**src/rtl/fat_pkg.sv**
```systemverilog
// Purpose: Shared constants for the fetch address trap block
// Assumes: 100 MHz system clock, high-frequency clock equal to it
// Notes:   Address windows are plain defaults, adjust per memory map
package fat_pkg;
    // Register byte offsets
    localparam logic [7:0]  OFS_CTRL_ONE   = 8'h00;
    localparam logic [7:0]  OFS_CODE       = 8'h04;
    localparam logic [7:0]  OFS_STATUS     = 8'h08;
    localparam logic [7:0]  OFS_MASK       = 8'h0c;
    localparam logic [7:0]  OFS_STATE      = 8'h10;
    // Field positions in watchdog_control_one
    localparam int          BIT_RAM_SEL    = 5;
    localparam int          BIT_ACTION     = 4;
    // Reset values
    localparam logic        RST_RAM_SEL    = 1'b1;
    localparam logic        RST_ACTION     = 1'b1;
    localparam logic [1:0]  RST_MASK       = 2'h0;
    // Codes written to watchdog_code_register
    localparam logic [7:0]  CODE_TRAP_AREA = 8'hd2;
    localparam logic [7:0]  CODE_WDT_CLEAR = 8'h4e;
    localparam logic [7:0]  CODE_WDT_OFF   = 8'hb1;
    // Status bits
    localparam int          EVT_NMI        = 0;
    localparam int          EVT_RESET      = 1;
    localparam int          EVT_W          = 2;
    // Fetch address windows
    localparam logic [15:0] SFR_LO         = 16'h0000;
    localparam logic [15:0] SFR_HI         = 16'h003f;
    localparam logic [15:0] RAM_LO         = 16'h0040;
    localparam logic [15:0] RAM_HI         = 16'h023f;
    // Trap reset length: at most 24 periods of the high-frequency clock
    localparam longint      CLK_HZ         = 64'd100_000_000;
    localparam longint      FC_HZ          = 64'd100_000_000;
    localparam longint      RST_FC_PERIODS = 64'd24;
    localparam int          RST_CYC        = int'((RST_FC_PERIODS * CLK_HZ) / FC_HZ);
    localparam logic [4:0]  RST_CYC_W      = 5'(RST_CYC);
    // AXI responses
    localparam logic [1:0]  RESP_OKAY      = 2'h0;
    localparam logic [1:0]  RESP_SLVERR    = 2'h2;
    typedef enum logic [0:0] {
        FAT_RG_IDLE = 1'b0,
        FAT_RG_HOLD = 1'b1
    } fat_rg_state_t;
endpackage : fat_pkg

```
**src/rtl/fat_reg_if.sv**
```systemverilog
// Purpose: Register access carrier between bus slave and trap core
// Assumes: Single clock, one access of each kind per cycle
// Notes:   Read data is combinational from the core
`timescale 1ns/1ps
interface fat_reg_if;
    logic        wr_en;
    logic [7:0]  wr_addr;
    logic [31:0] wr_data;
    logic [3:0]  wr_strb;
    logic        wr_err;
    logic        rd_en;
    logic [7:0]  rd_addr;
    logic [31:0] rd_data;
    logic        rd_err;
    modport bus  (output wr_en, wr_addr, wr_data, wr_strb, rd_en, rd_addr,
                  input wr_err, rd_data, rd_err);
    modport regs (input wr_en, wr_addr, wr_data, wr_strb, rd_en, rd_addr,
                  output wr_err, rd_data, rd_err);
endinterface : fat_reg_if

```
**src/rtl/fat_axil.sv**
```systemverilog
// Purpose: AXI4-Lite slave front end for the trap registers
// Assumes: Master keeps valid and payload stable until taken
// Notes:   Write answers one cycle after both halves are held
`timescale 1ns/1ps
module fat_axil (
    input  wire logic        clk,
    input  wire logic        rst,
    input  wire logic [7:0]  awaddr,
    input  wire logic        awvalid,
    output      logic        awready,
    input  wire logic [31:0] wdata,
    input  wire logic [3:0]  wstrb,
    input  wire logic        wvalid,
    output      logic        wready,
    output      logic [1:0]  bresp,
    output      logic        bvalid,
    input  wire logic        bready,
    input  wire logic [7:0]  araddr,
    input  wire logic        arvalid,
    output      logic        arready,
    output      logic [31:0] rdata,
    output      logic [1:0]  rresp,
    output      logic        rvalid,
    input  wire logic        rready,
    fat_reg_if.bus           rb
);
    import fat_pkg::*;
    logic        aw_r, aw_nxt, w_r, w_nxt, bv_r, bv_nxt, rv_r, rv_nxt;
    logic [7:0]  awa_r, awa_nxt;
    logic [31:0] wd_r, wd_nxt, rd_r, rd_nxt;
    logic [3:0]  ws_r, ws_nxt;
    logic [1:0]  br_r, br_nxt, rr_r, rr_nxt;
    logic        do_wr;

    // Either half may arrive first; each is held until the pair completes
    assign awready = !aw_r && !bv_r;
    assign wready  = !w_r && !bv_r;
    assign arready = !rv_r;
    assign do_wr   = aw_r && w_r;
    assign rb.wr_en   = do_wr;
    assign rb.wr_addr = awa_r;
    assign rb.wr_data = wd_r;
    assign rb.wr_strb = ws_r;
    assign rb.rd_en   = arvalid && arready;
    assign rb.rd_addr = araddr;

    always_comb
    begin
        aw_nxt  = aw_r;
        w_nxt   = w_r;
        awa_nxt = awa_r;
        wd_nxt  = wd_r;
        ws_nxt  = ws_r;
        bv_nxt  = bv_r;
        br_nxt  = br_r;
        rv_nxt  = rv_r;
        rd_nxt  = rd_r;
        rr_nxt  = rr_r;
        if (awvalid && awready)
        begin
            aw_nxt  = 1'b1;
            awa_nxt = awaddr;
        end
        if (wvalid && wready)
        begin
            w_nxt  = 1'b1;
            wd_nxt = wdata;
            ws_nxt = wstrb;
        end
        if (do_wr)
        begin
            aw_nxt = 1'b0;
            w_nxt  = 1'b0;
            bv_nxt = 1'b1;
            br_nxt = rb.wr_err ? RESP_SLVERR : RESP_OKAY;
        end
        else if (bv_r && bready)
            bv_nxt = 1'b0;
        if (rb.rd_en)
        begin
            rv_nxt = 1'b1;
            rd_nxt = rb.rd_data;
            rr_nxt = rb.rd_err ? RESP_SLVERR : RESP_OKAY;
        end
        else if (rv_r && rready)
            rv_nxt = 1'b0;
    end

    always_ff @(posedge clk or posedge rst)
    begin
        if (rst)
        begin
            aw_r  <= 1'b0;
            w_r   <= 1'b0;
            awa_r <= 8'h00;
            wd_r  <= 32'h0000_0000;
            ws_r  <= 4'h0;
            bv_r  <= 1'b0;
            br_r  <= 2'h0;
            rv_r  <= 1'b0;
            rd_r  <= 32'h0000_0000;
            rr_r  <= 2'h0;
        end
        else
        begin
            aw_r  <= aw_nxt;
            w_r   <= w_nxt;
            awa_r <= awa_nxt;
            wd_r  <= wd_nxt;
            ws_r  <= ws_nxt;
            bv_r  <= bv_nxt;
            br_r  <= br_nxt;
            rv_r  <= rv_nxt;
            rd_r  <= rd_nxt;
            rr_r  <= rr_nxt;
        end
    end

    assign bvalid = bv_r;
    assign bresp  = br_r;
    assign rvalid = rv_r;
    assign rdata  = rd_r;
    assign rresp  = rr_r;
endmodule : fat_axil

```
**src/rtl/fat_rstgen.sv**
```systemverilog
// Purpose: Stretches a trap reset request into a bounded reset pulse
// Assumes: Start is a one-cycle pulse on the system clock
// Notes:   Requests during a running pulse are absorbed
`timescale 1ns/1ps
module fat_rstgen (
    input  wire logic clk,
    input  wire logic rst,
    input  wire logic start,
    output      logic busy
);
    import fat_pkg::*;
    fat_rg_state_t st_r, st_nxt;
    logic [4:0]    cnt_r, cnt_nxt;

    always_comb
    begin
        st_nxt  = st_r;
        cnt_nxt = cnt_r;
        case (st_r)
            FAT_RG_IDLE:
                if (start)
                begin
                    st_nxt  = FAT_RG_HOLD;
                    cnt_nxt = RST_CYC_W - 5'd1;
                end
            FAT_RG_HOLD:
                if (cnt_r == 5'd0)
                    st_nxt = FAT_RG_IDLE;
                else
                    cnt_nxt = cnt_r - 5'd1;
            default:
                st_nxt = FAT_RG_IDLE;
        endcase
    end

    always_ff @(posedge clk or posedge rst)
    begin
        if (rst)
        begin
            st_r  <= FAT_RG_IDLE;
            cnt_r <= 5'd0;
        end
        else
        begin
            st_r  <= st_nxt;
            cnt_r <= cnt_nxt;
        end
    end

    // Held exactly the full bound; shorter would risk an incomplete reset
    assign busy = (st_r == FAT_RG_HOLD);
endmodule : fat_rstgen

```
**src/rtl/fat_trap.sv**
```systemverilog
// Purpose: Fetch address trap unit with AXI4-Lite register access
// Assumes: Fetch and CPU handshake inputs come from the system clock
// Notes:   Watchdog counter itself lives outside; only its codes go out
//
// Overview of operation
// - RAM fetches trap only while selected
// - RAM select applies on trap area code
// - Special area fetches always trap; here none trap while the trap reset is held
// - Action bit picks interrupt or reset
// - Trap interrupt ignores master flag
// - Trap preempts interrupt already in service
// - Trap reset held at most 24 periods
// - Slow mode trap reset restarts oscillator
// - Code register decodes three codes only
// - Trap bits share watchdog control addresses
//
// Added by the designer: register access over AXI4-Lite and the address map.
`timescale 1ns/1ps
module fat_trap (
    input  wire logic         CLK,
    input  wire logic         RST,
    input  wire logic [7:0]   S_AXI_AWADDR,
    input  wire logic         S_AXI_AWVALID,
    output      logic         S_AXI_AWREADY,
    input  wire logic [31:0]  S_AXI_WDATA,
    input  wire logic [3:0]   S_AXI_WSTRB,
    input  wire logic         S_AXI_WVALID,
    output      logic         S_AXI_WREADY,
    output      logic [1:0]   S_AXI_BRESP,
    output      logic         S_AXI_BVALID,
    input  wire logic         S_AXI_BREADY,
    input  wire logic [7:0]   S_AXI_ARADDR,
    input  wire logic         S_AXI_ARVALID,
    output      logic         S_AXI_ARREADY,
    output      logic [31:0]  S_AXI_RDATA,
    output      logic [1:0]   S_AXI_RRESP,
    output      logic         S_AXI_RVALID,
    input  wire logic         S_AXI_RREADY,
    input  wire logic         FETCH_VALID,
    input  wire logic [15:0]  FETCH_ADDR,
    input  wire logic         SLOW_MODE,
    input  wire logic         TRAP_ACK,
    output      logic         TRAP_NMI,
    output      logic         TRAP_RESET,
    output      logic         HFOSC_RESTART,
    output      logic         WDT_CLEAR,
    output      logic         WDT_DISABLE,
    output      logic         IRQ
);
    import fat_pkg::*;

    fat_reg_if rb ();

    logic               ram_sel_r, ram_sel_nxt;
    logic               ram_live_r, ram_live_nxt;
    logic               action_r, action_nxt;
    logic               nmi_r, nmi_nxt;
    logic               osc_r, osc_nxt;
    logic               clr_r, clr_nxt;
    logic               off_r, off_nxt;
    logic [EVT_W-1:0]   stat_r, stat_nxt;
    logic [EVT_W-1:0]   mask_r, mask_nxt;
    logic [EVT_W-1:0]   evt;
    logic               in_sfr, in_ram, trap_hit, trap_nmi, trap_rst;
    logic               rst_busy, wr_lane0;
    logic [7:0]         wbyte;

    fat_axil u_bus (
        .clk     (CLK),
        .rst     (RST),
        .awaddr  (S_AXI_AWADDR),
        .awvalid (S_AXI_AWVALID),
        .awready (S_AXI_AWREADY),
        .wdata   (S_AXI_WDATA),
        .wstrb   (S_AXI_WSTRB),
        .wvalid  (S_AXI_WVALID),
        .wready  (S_AXI_WREADY),
        .bresp   (S_AXI_BRESP),
        .bvalid  (S_AXI_BVALID),
        .bready  (S_AXI_BREADY),
        .araddr  (S_AXI_ARADDR),
        .arvalid (S_AXI_ARVALID),
        .arready (S_AXI_ARREADY),
        .rdata   (S_AXI_RDATA),
        .rresp   (S_AXI_RRESP),
        .rvalid  (S_AXI_RVALID),
        .rready  (S_AXI_RREADY),
        .rb      (rb.bus)
    );

    fat_rstgen u_rst (
        .clk   (CLK),
        .rst   (RST),
        .start (trap_rst),
        .busy  (rst_busy)
    );

    // Address windows of the fetch
    assign in_sfr   = (FETCH_ADDR >= SFR_LO) && (FETCH_ADDR <= SFR_HI);
    assign in_ram   = (FETCH_ADDR >= RAM_LO) && (FETCH_ADDR <= RAM_HI);
    // Outside a held trap reset the special area always traps, RAM only with the applied select
    assign trap_hit = FETCH_VALID && !rst_busy
                      && (in_sfr || (in_ram && ram_live_r));
    assign trap_nmi = trap_hit && !action_r;
    assign trap_rst = trap_hit && action_r;

    assign wr_lane0 = rb.wr_en && rb.wr_strb[0];
    assign wbyte    = rb.wr_data[7:0];
    assign evt      = {trap_rst, trap_nmi};

    // Register writes, code decode and trap state
    always_comb
    begin
        ram_sel_nxt  = ram_sel_r;
        ram_live_nxt = ram_live_r;
        action_nxt   = action_r;
        nmi_nxt      = nmi_r;
        mask_nxt     = mask_r;
        stat_nxt     = stat_r;
        clr_nxt      = 1'b0;
        off_nxt      = 1'b0;
        osc_nxt      = trap_rst && SLOW_MODE;
        // Trap bits sit beside the watchdog fields in the same register
        if (wr_lane0 && rb.wr_addr == OFS_CTRL_ONE)
        begin
            ram_sel_nxt = wbyte[BIT_RAM_SEL];
            action_nxt  = wbyte[BIT_ACTION];
        end
        if (wr_lane0 && rb.wr_addr == OFS_CODE)
        begin
            case (wbyte)
                CODE_TRAP_AREA: ram_live_nxt = ram_sel_r;
                CODE_WDT_CLEAR: clr_nxt = 1'b1;
                CODE_WDT_OFF:   off_nxt = 1'b1;
                default:        ram_live_nxt = ram_live_r;
            endcase
        end
        if (wr_lane0 && rb.wr_addr == OFS_MASK)
            mask_nxt = wbyte[EVT_W-1:0];
        if (wr_lane0 && rb.wr_addr == OFS_STATUS)
            stat_nxt = stat_r & ~wbyte[EVT_W-1:0];
        // Set after clear so a same-cycle event is kept
        stat_nxt = stat_nxt | evt;
        // Not gated by any master flag; a new trap re-raises over one in service
        if (TRAP_ACK)
            nmi_nxt = 1'b0;
        if (trap_nmi)
            nmi_nxt = 1'b1;
        // A reset action withdraws any pending trap interrupt at once
        if (trap_rst)
            nmi_nxt = 1'b0;
        // Internal hardware reset returns the configuration to its defaults
        if (rst_busy)
        begin
            ram_sel_nxt  = RST_RAM_SEL;
            ram_live_nxt = RST_RAM_SEL;
            action_nxt   = RST_ACTION;
            mask_nxt     = RST_MASK;
            nmi_nxt      = 1'b0;
        end
    end

    always_ff @(posedge CLK or posedge RST)
    begin
        if (RST)
        begin
            ram_sel_r  <= RST_RAM_SEL;
            ram_live_r <= RST_RAM_SEL;
            action_r   <= RST_ACTION;
            nmi_r      <= 1'b0;
            osc_r      <= 1'b0;
            clr_r      <= 1'b0;
            off_r      <= 1'b0;
            mask_r     <= RST_MASK;
            stat_r     <= '0;
        end
        else
        begin
            ram_sel_r  <= ram_sel_nxt;
            ram_live_r <= ram_live_nxt;
            action_r   <= action_nxt;
            nmi_r      <= nmi_nxt;
            osc_r      <= osc_nxt;
            clr_r      <= clr_nxt;
            off_r      <= off_nxt;
            mask_r     <= mask_nxt;
            stat_r     <= stat_nxt;
        end
    end

    // Read side; the code register is write-only and reads zero
    always_comb
    begin
        rb.rd_data = 32'h0000_0000;
        rb.rd_err  = 1'b0;
        case (rb.rd_addr)
            OFS_CTRL_ONE:
            begin
                rb.rd_data[BIT_RAM_SEL] = ram_sel_r;
                rb.rd_data[BIT_ACTION]  = action_r;
            end
            OFS_CODE:   rb.rd_data = 32'h0000_0000;
            OFS_STATUS: rb.rd_data[EVT_W-1:0] = stat_r;
            OFS_MASK:   rb.rd_data[EVT_W-1:0] = mask_r;
            OFS_STATE:  rb.rd_data[2:0] = {rst_busy, nmi_r, ram_live_r};
            default:    rb.rd_err = 1'b1;
        endcase
    end

    always_comb
    begin
        case (rb.wr_addr)
            OFS_CTRL_ONE, OFS_CODE, OFS_STATUS, OFS_MASK, OFS_STATE:
                rb.wr_err = 1'b0;
            default:
                rb.wr_err = 1'b1;
        endcase
    end

    assign TRAP_NMI      = nmi_r;
    assign TRAP_RESET    = rst_busy;
    assign HFOSC_RESTART = osc_r;
    assign WDT_CLEAR     = clr_r;
    assign WDT_DISABLE   = off_r;
    assign IRQ           = |(stat_r & mask_r);
endmodule : fat_trap

```
**config.mk**
```make
export PLATFORM = sky130hd
export DESIGN_NAME = fat_trap
export DESIGN_NICKNAME = d
export VERILOG_FILES = /design/src/rtl/fat_pkg.sv /design/src/rtl/fat_reg_if.sv /design/src/rtl/fat_axil.sv /design/src/rtl/fat_rstgen.sv /design/src/rtl/fat_trap.sv
export SDC_FILE = /design/constraint.sdc
export NUM_CORES = 1
export LEC_CHECK = 0
export BUFFER_PORTS_ARGS = -buffer_cell sky130_fd_sc_hd__buf_2
export CORE_MARGIN = 2
export CORE_UTILIZATION = 44
export CTS_BUF_LIST = sky130_fd_sc_hd__clkbuf_8 sky130_fd_sc_hd__clkbuf_16
export CTS_CLUSTER_DIAMETER = 120
export DETAILED_ROUTE_END_ITERATION = 10
export PLACE_DENSITY = 0.76
export SYNTH_ARGS = -nofsm -noshare
export SYNTH_HDL_FRONTEND = slang
export SYNTH_SLANG_ARGS = --single-unit
```
**constraint.sdc**
```tcl
create_clock -name CLK -period 2.1 [get_ports CLK]
set_input_delay 0.21 -clock CLK [delete_from_list [all_inputs] [get_ports CLK]]
set_output_delay 0.21 -clock CLK [all_outputs]
set_load 0.005 [all_outputs]
```
After elaboration in Yosys (flattened, before gate mapping)
Cells that the tools add are included.
{"block": "totals", "regBits": 47, "inputBits": 78, "wordCells": 126}
{"block": "classes", "addsub": 1, "n_lt_le_gt_ge": 4, "n_eq_ne": 13, "muxes": 37, "n_bitwise": 5, "reduce_logical": 45}
{"cell": "== test 8 x 4 -> 1 bit, second input constant", "n": 4}
{"cell": "2-to-1 mux 1 bit", "n": 26}
{"cell": "logical AND 1 bit", "n": 21}
{"cell": "== test 8 x 3 -> 1 bit, second input constant", "n": 2}
{"cell": "== test 8 x 5 -> 1 bit, second input constant", "n": 2}
{"cell": "== test 8 bit, second input constant", "n": 2}
{"cell": ">= comparator 16 x 1 -> 1 bit, second input constant", "n": 1}
{"cell": ">= comparator 16 x 7 -> 1 bit, second input constant", "n": 1}
{"cell": "<= comparator 16 x 10 -> 1 bit, second input constant", "n": 1}
{"cell": "<= comparator 16 x 6 -> 1 bit, second input constant", "n": 1}
{"cell": "zero test 8 bit", "n": 2}
{"cell": "nonzero test 2 bit", "n": 8}
{"cell": "2-to-1 mux 2 bit", "n": 6}
{"cell": "2-to-1 mux 5 bit", "n": 2}
{"cell": "case mux 5 bit (2 select lines)", "n": 1}
{"cell": "OR reduction 5 bit", "n": 2}
{"cell": "== test 8 x 7 -> 1 bit, second input constant", "n": 1}
{"cell": "zero test 1 bit", "n": 6}
{"cell": "case mux 2 bit (3 select lines)", "n": 1}
{"cell": "zero test 5 bit", "n": 1}
{"cell": "subtractor 5 x 1 -> 5 bit, second input constant", "n": 1}
{"cell": "bitwise AND 2 bit", "n": 2}
{"cell": "!= test 2 bit, second input constant", "n": 2}
{"cell": "AND reduction 2 bit", "n": 2}
{"cell": "other kinds (7)", "n": 7}

Logic depth before layout (Yosys ltp)
{"block": "logic_depth", "word_depth": 9, "mapped_depth": 6, "ltp_nobuf": 6}

By module
A second synthesis with hierarchy kept.
{"block": "unflattened", "hier_cells": 305, "hier_area_um2": 4346.7}
{"mod": "fat_axil", "n_inst": 1, "cells_each": 194, "area_each_um2": 3311.9, "seq_area_each_um2": 2052.0}
{"mod": "fat_trap", "n_inst": 1, "cells_each": 80, "area_each_um2": 724.4, "seq_area_each_um2": 279.0}
{"mod": "fat_rstgen", "n_inst": 1, "cells_each": 31, "area_each_um2": 310.3, "seq_area_each_um2": 150.1}

Worst setup path before layout
Ideal clock, no wire load.
{"block": "synth_timing", "path_kind": "reg2reg", "start": "register u_rst.cnt_r[0]", "end": "register u_rst.cnt_r[1]", "setup_ps": 128, "arrival_ps": 1391, "required_ps": 1972, "slack_ps": 581, "path_stages_with_launch": 7, "period_less_slack_ps": 1519, "cell_sequence": "dfrtp_1 > inv_1 > ha_1 > or4b_1 > and2_1 > nor2_1 > a22oi_1"}
{"block": "synth_between", "elab_chain_len": 3}
{"element": "start, declared", "line": "fat_rstgen.sv:13", "rtl": "logic [4:0] cnt_r, cnt_nxt;"}
{"element": "start signal, assigned", "line": "fat_rstgen.sv:46", "rtl": "cnt_r <= cnt_nxt;"}
{"element": "subtractor 5 x 1 -> 5 bit or zero test 5 bit (tied branches)", "line": "fat_rstgen.sv:30, fat_rstgen.sv:27"}
{"element": "2-to-1 mux 5 bit or != test 2 bit (tied branches)"}
{"element": "case mux 5 bit (2 select lines) or AND reduction 2 bit (tied branches)"}
Parallel ways exist; a longest one is shown, timed or not. The select of a mux whose other input is x is not followed.
A chain may end at the register's enable or synchronous reset.

Worst setup path in the final report
{"block": "layout_timing", "start": "register u_rst.cnt_r[0]", "end": "register u_rst.cnt_r[2]"}
The elaborated chain is that of the path after synthesis.

==> impl_results.md <==
* RSZ-0062 raised after global routing: false
* Initial antenna violation count at 0
* Routed vias at 1700
* Slowest CP cell: or4b_1
* CTS Buffer Depth at 2
* Clk root buf: clkbuf_8
* Detail Route Antenna Nets at 0
* Slew Viols, Final at 0
* Initial Util at a little under half
* Clk_skew at approximately 0.0062 ns
* Critical path fanouts, max at 4
* DP Wirelength at 3.234 mm
* Via-to-Cell Ratio at a little under 5
* Critical path type: reg2reg
* Crit path DAT at between 1.5 and 2 ns
* Critical path capture point type: flop
* Crit Reg-Reg Endpoint: u_rst.cnt_r[2]
* Worst hold endpoint: u_bus.rvalid
* Clock Sinks at 45
* Setup TNS at 0 ns
* Num rows at 26
* Setup bufs post-CTS at 0
* Max cap viols at 0
* Per-cell routed wire length at 12.20 um
* HP Start: S_AXI_RREADY
* RePlAce Congestion at 0.8207
* Max_slew headroom at 44.21%
* Share of the synthesized area in the top cell type at 46.20%
* Final core occ at 53.08%
* Worst reg2reg path depth at 6
* Floorplan core area at 5042 um2
* FMAX at a little over 600 MHz
* Most area-hungry cell type in the Yosys netlist: dfrtp_1
* Worst Path Buf+Inv at 1
* Worst-Margin Slew at 0.8317 ns
* Main synth FF type: dfrtp_1
* Synth Register Bits at 45
* First-pass GRT wire length at 7.065 mm
* H-tree depth at 2
* Diode count at 0
* Startpoint types: flop
* Yosys Warn Count at 0
* GRT overflow at 0
* Sequential cell area fraction in the yosys report at 49.67%
* Share of layout cells above drive strength 1 at 35.02%
* Reg clk slew, reported paths at 0.08 ns
* Layout Nets at around 360
* Largest net degree at the start of global routing at 24
* CTS resizes at 0
* Hold Crit Depth at 2
* Post-synth EDFFs at 0
* Final period utilization at between 70 and 80%
* Avg Cell Area, Syn at 10.88 um2
* CP top delay family: simple AND/OR/NAND/NOR gates
* Asr flop ratio synth at 100.0%
* Commonest non-fill, non-tap cell in the layout: buf_2
* Mapped Cells at 209
* Most frequent cells in the layout: buf_2, dfrtp_1, conb_1
* Reg2Reg Setup Slack at 0.45 ns
* # IOs at ~130
* GRT Total Usage at about 15%
* Pre-Repair DR Iteration Count at 4
* Clk_lat worst skew at roughly 0.29 ns
* # port buffers at 62
* CTS Buf Count at 5
* CP cell instances: inv_1 > ha_1 > or4b_1 > nand3_1 > xor2_1 > nand2_1
* Power per cell area at 941.0 nW/um2
* Worst EP required at between 2 and 2.5 ns
* Status: finished, final reports clean
* CTS tree: built
* Fin crit period at 1.651 ns
* Largest cells by area after synthesis: dfrtp_1, buf_4, mux2_2, dfstp_2, nand3_1
* Die Footprint at 5761 um2
* Layout area overhead at 17.66%
* Hold Path Class: in2reg
* Initial DRC count at 70
* Syn Std Cell Area at between 2000 and 2500 um2
* Filler Cell Count at 474
* Die extent in x at 75.90 um
* Slowest cell delay on critical path at 0.49 ns
* Post-synthesis cell type count at 42
* Die Y at 75.90 um
* DRC errors left at 0
* Final hold vios at 0
* Worst vdd rail ir drop at 0.7671 mV
* Vias in the first global route at 1596
* Hold-fix buffers, CTS at 1
* Final wirelength at between 4 and 5 mm
* R2r startpoint: u_rst.cnt_r[0]
* Setup violators final at 0
* Pleak at 1.315 nW
sequential cells by signal, indices dropped and copies added, names as in the netlist, 2 cells and up:
signal and count:
mask_r 2, stat_r 2, u_bus.rb.wr_addr 8, u_bus.rb.wr_data 8, u_bus.rdata 5, u_rst.cnt_r 5
power breakdown:
group	leakage (nW)	internal [mW]	switching, mW
Clock	0.0542	0.297	0.273
Combinational	0.719	0.353	0.256
Sequential	0.542	1.11	0.225
routing by layer:
metal | routed length (um) | GRT usage [%] | vias up
met5 | 0 | 0 | -
met4 | 63 | 5.091 | 0
met3 | 329 | 4.048 | 8
met2 | 1994 | 24.55 | 79
met1 | 1846 | 19.11 | 802
li1 | - | - | 811
cell families after synthesis:
logic type	share of synthesized area [%]
xor gates and xnor gates	0.7702
other	0.1649
AOI/OAI and AO/OA	7.426
DFF	49.67
and+or+nand+nor	18.54
buffers and inverters	12.05
adders and majority gates	1.100
muxes	10.29
cells in the mapped netlist, types with 2 or more instances:
cell / number
ha_1: 2
nor4b_1: 3
inv_1: 11
a32o_1: 2
nand2b_1: 4
nand4_1: 4
buf_2: 3
dfstp_2: 3
o21ai_0: 9
mux2_2: 19
xor2_1: 2
nor4bb_1: 2
a21oi_1: 3
nand2_1: 7
nor2_1: 12
nand3_1: 14
a21o_1: 3
nor3_1: 5
buf_4: 29
nor4_1: 2
mux2i_1: 2
nor2b_1: 3
and2_1: 5
dfrtp_1: 42
cell type report:
type,count,area [um2],share of cell area [%]
clock inverter,1,5.005,0.1870
timing repair buffer,64,340.3,12.72
sequential,45,1130,42.22
tap,70,87.58,3.273
inverter,11,41.29,1.543
clock buffer,7,96.34,3.600
multi-input combinational,149,975.9,36.47
how the worst max path moves through the flow:
stage / end / cells past startpoint / start / slack (ns)
finish: u_rst.cnt_r[2] / 6 / u_rst.cnt_r[0] / 0.45
floorplan: u_rst.cnt_r[1] / 6 / u_rst.cnt_r[0] / 0.58
global route: stat_r[1] / 4 / u_bus.rb.wr_addr[5] / 0.32
detailed placement: u_rst.cnt_r[2] / 6 / u_rst.cnt_r[0] / 0.46
CTS: u_rst.cnt_r[2] / 6 / u_rst.cnt_r[0] / 0.45
global placement: u_rst.cnt_r[1] / 4 / u_rst.busy / 0.49
stage by stage:
stage / hold WS (ns) / std cells / total power [mW] / setup slack, ns / instance area (um2)
2_1_floorplan: 0.3064 / 237 / 1.791 / 0.5809 / 2380
3_3_place_gp: 0.3082 / 338 / 1.938 / 0.4896 / 2565
3_5_place_dp: 0.3182 / 338 / 1.967 / 0.4644 / 2565
4_1_cts: 0.08537 / 347 / 2.545 / 0.4467 / 2676
5_1_grt: 0.09914 / 347 / 2.694 / 0.3249 / 2676
6_report: 0.09056 / 347 / 2.518 / 0.4486 / 2676
Power figures use the tool's default switching activity.
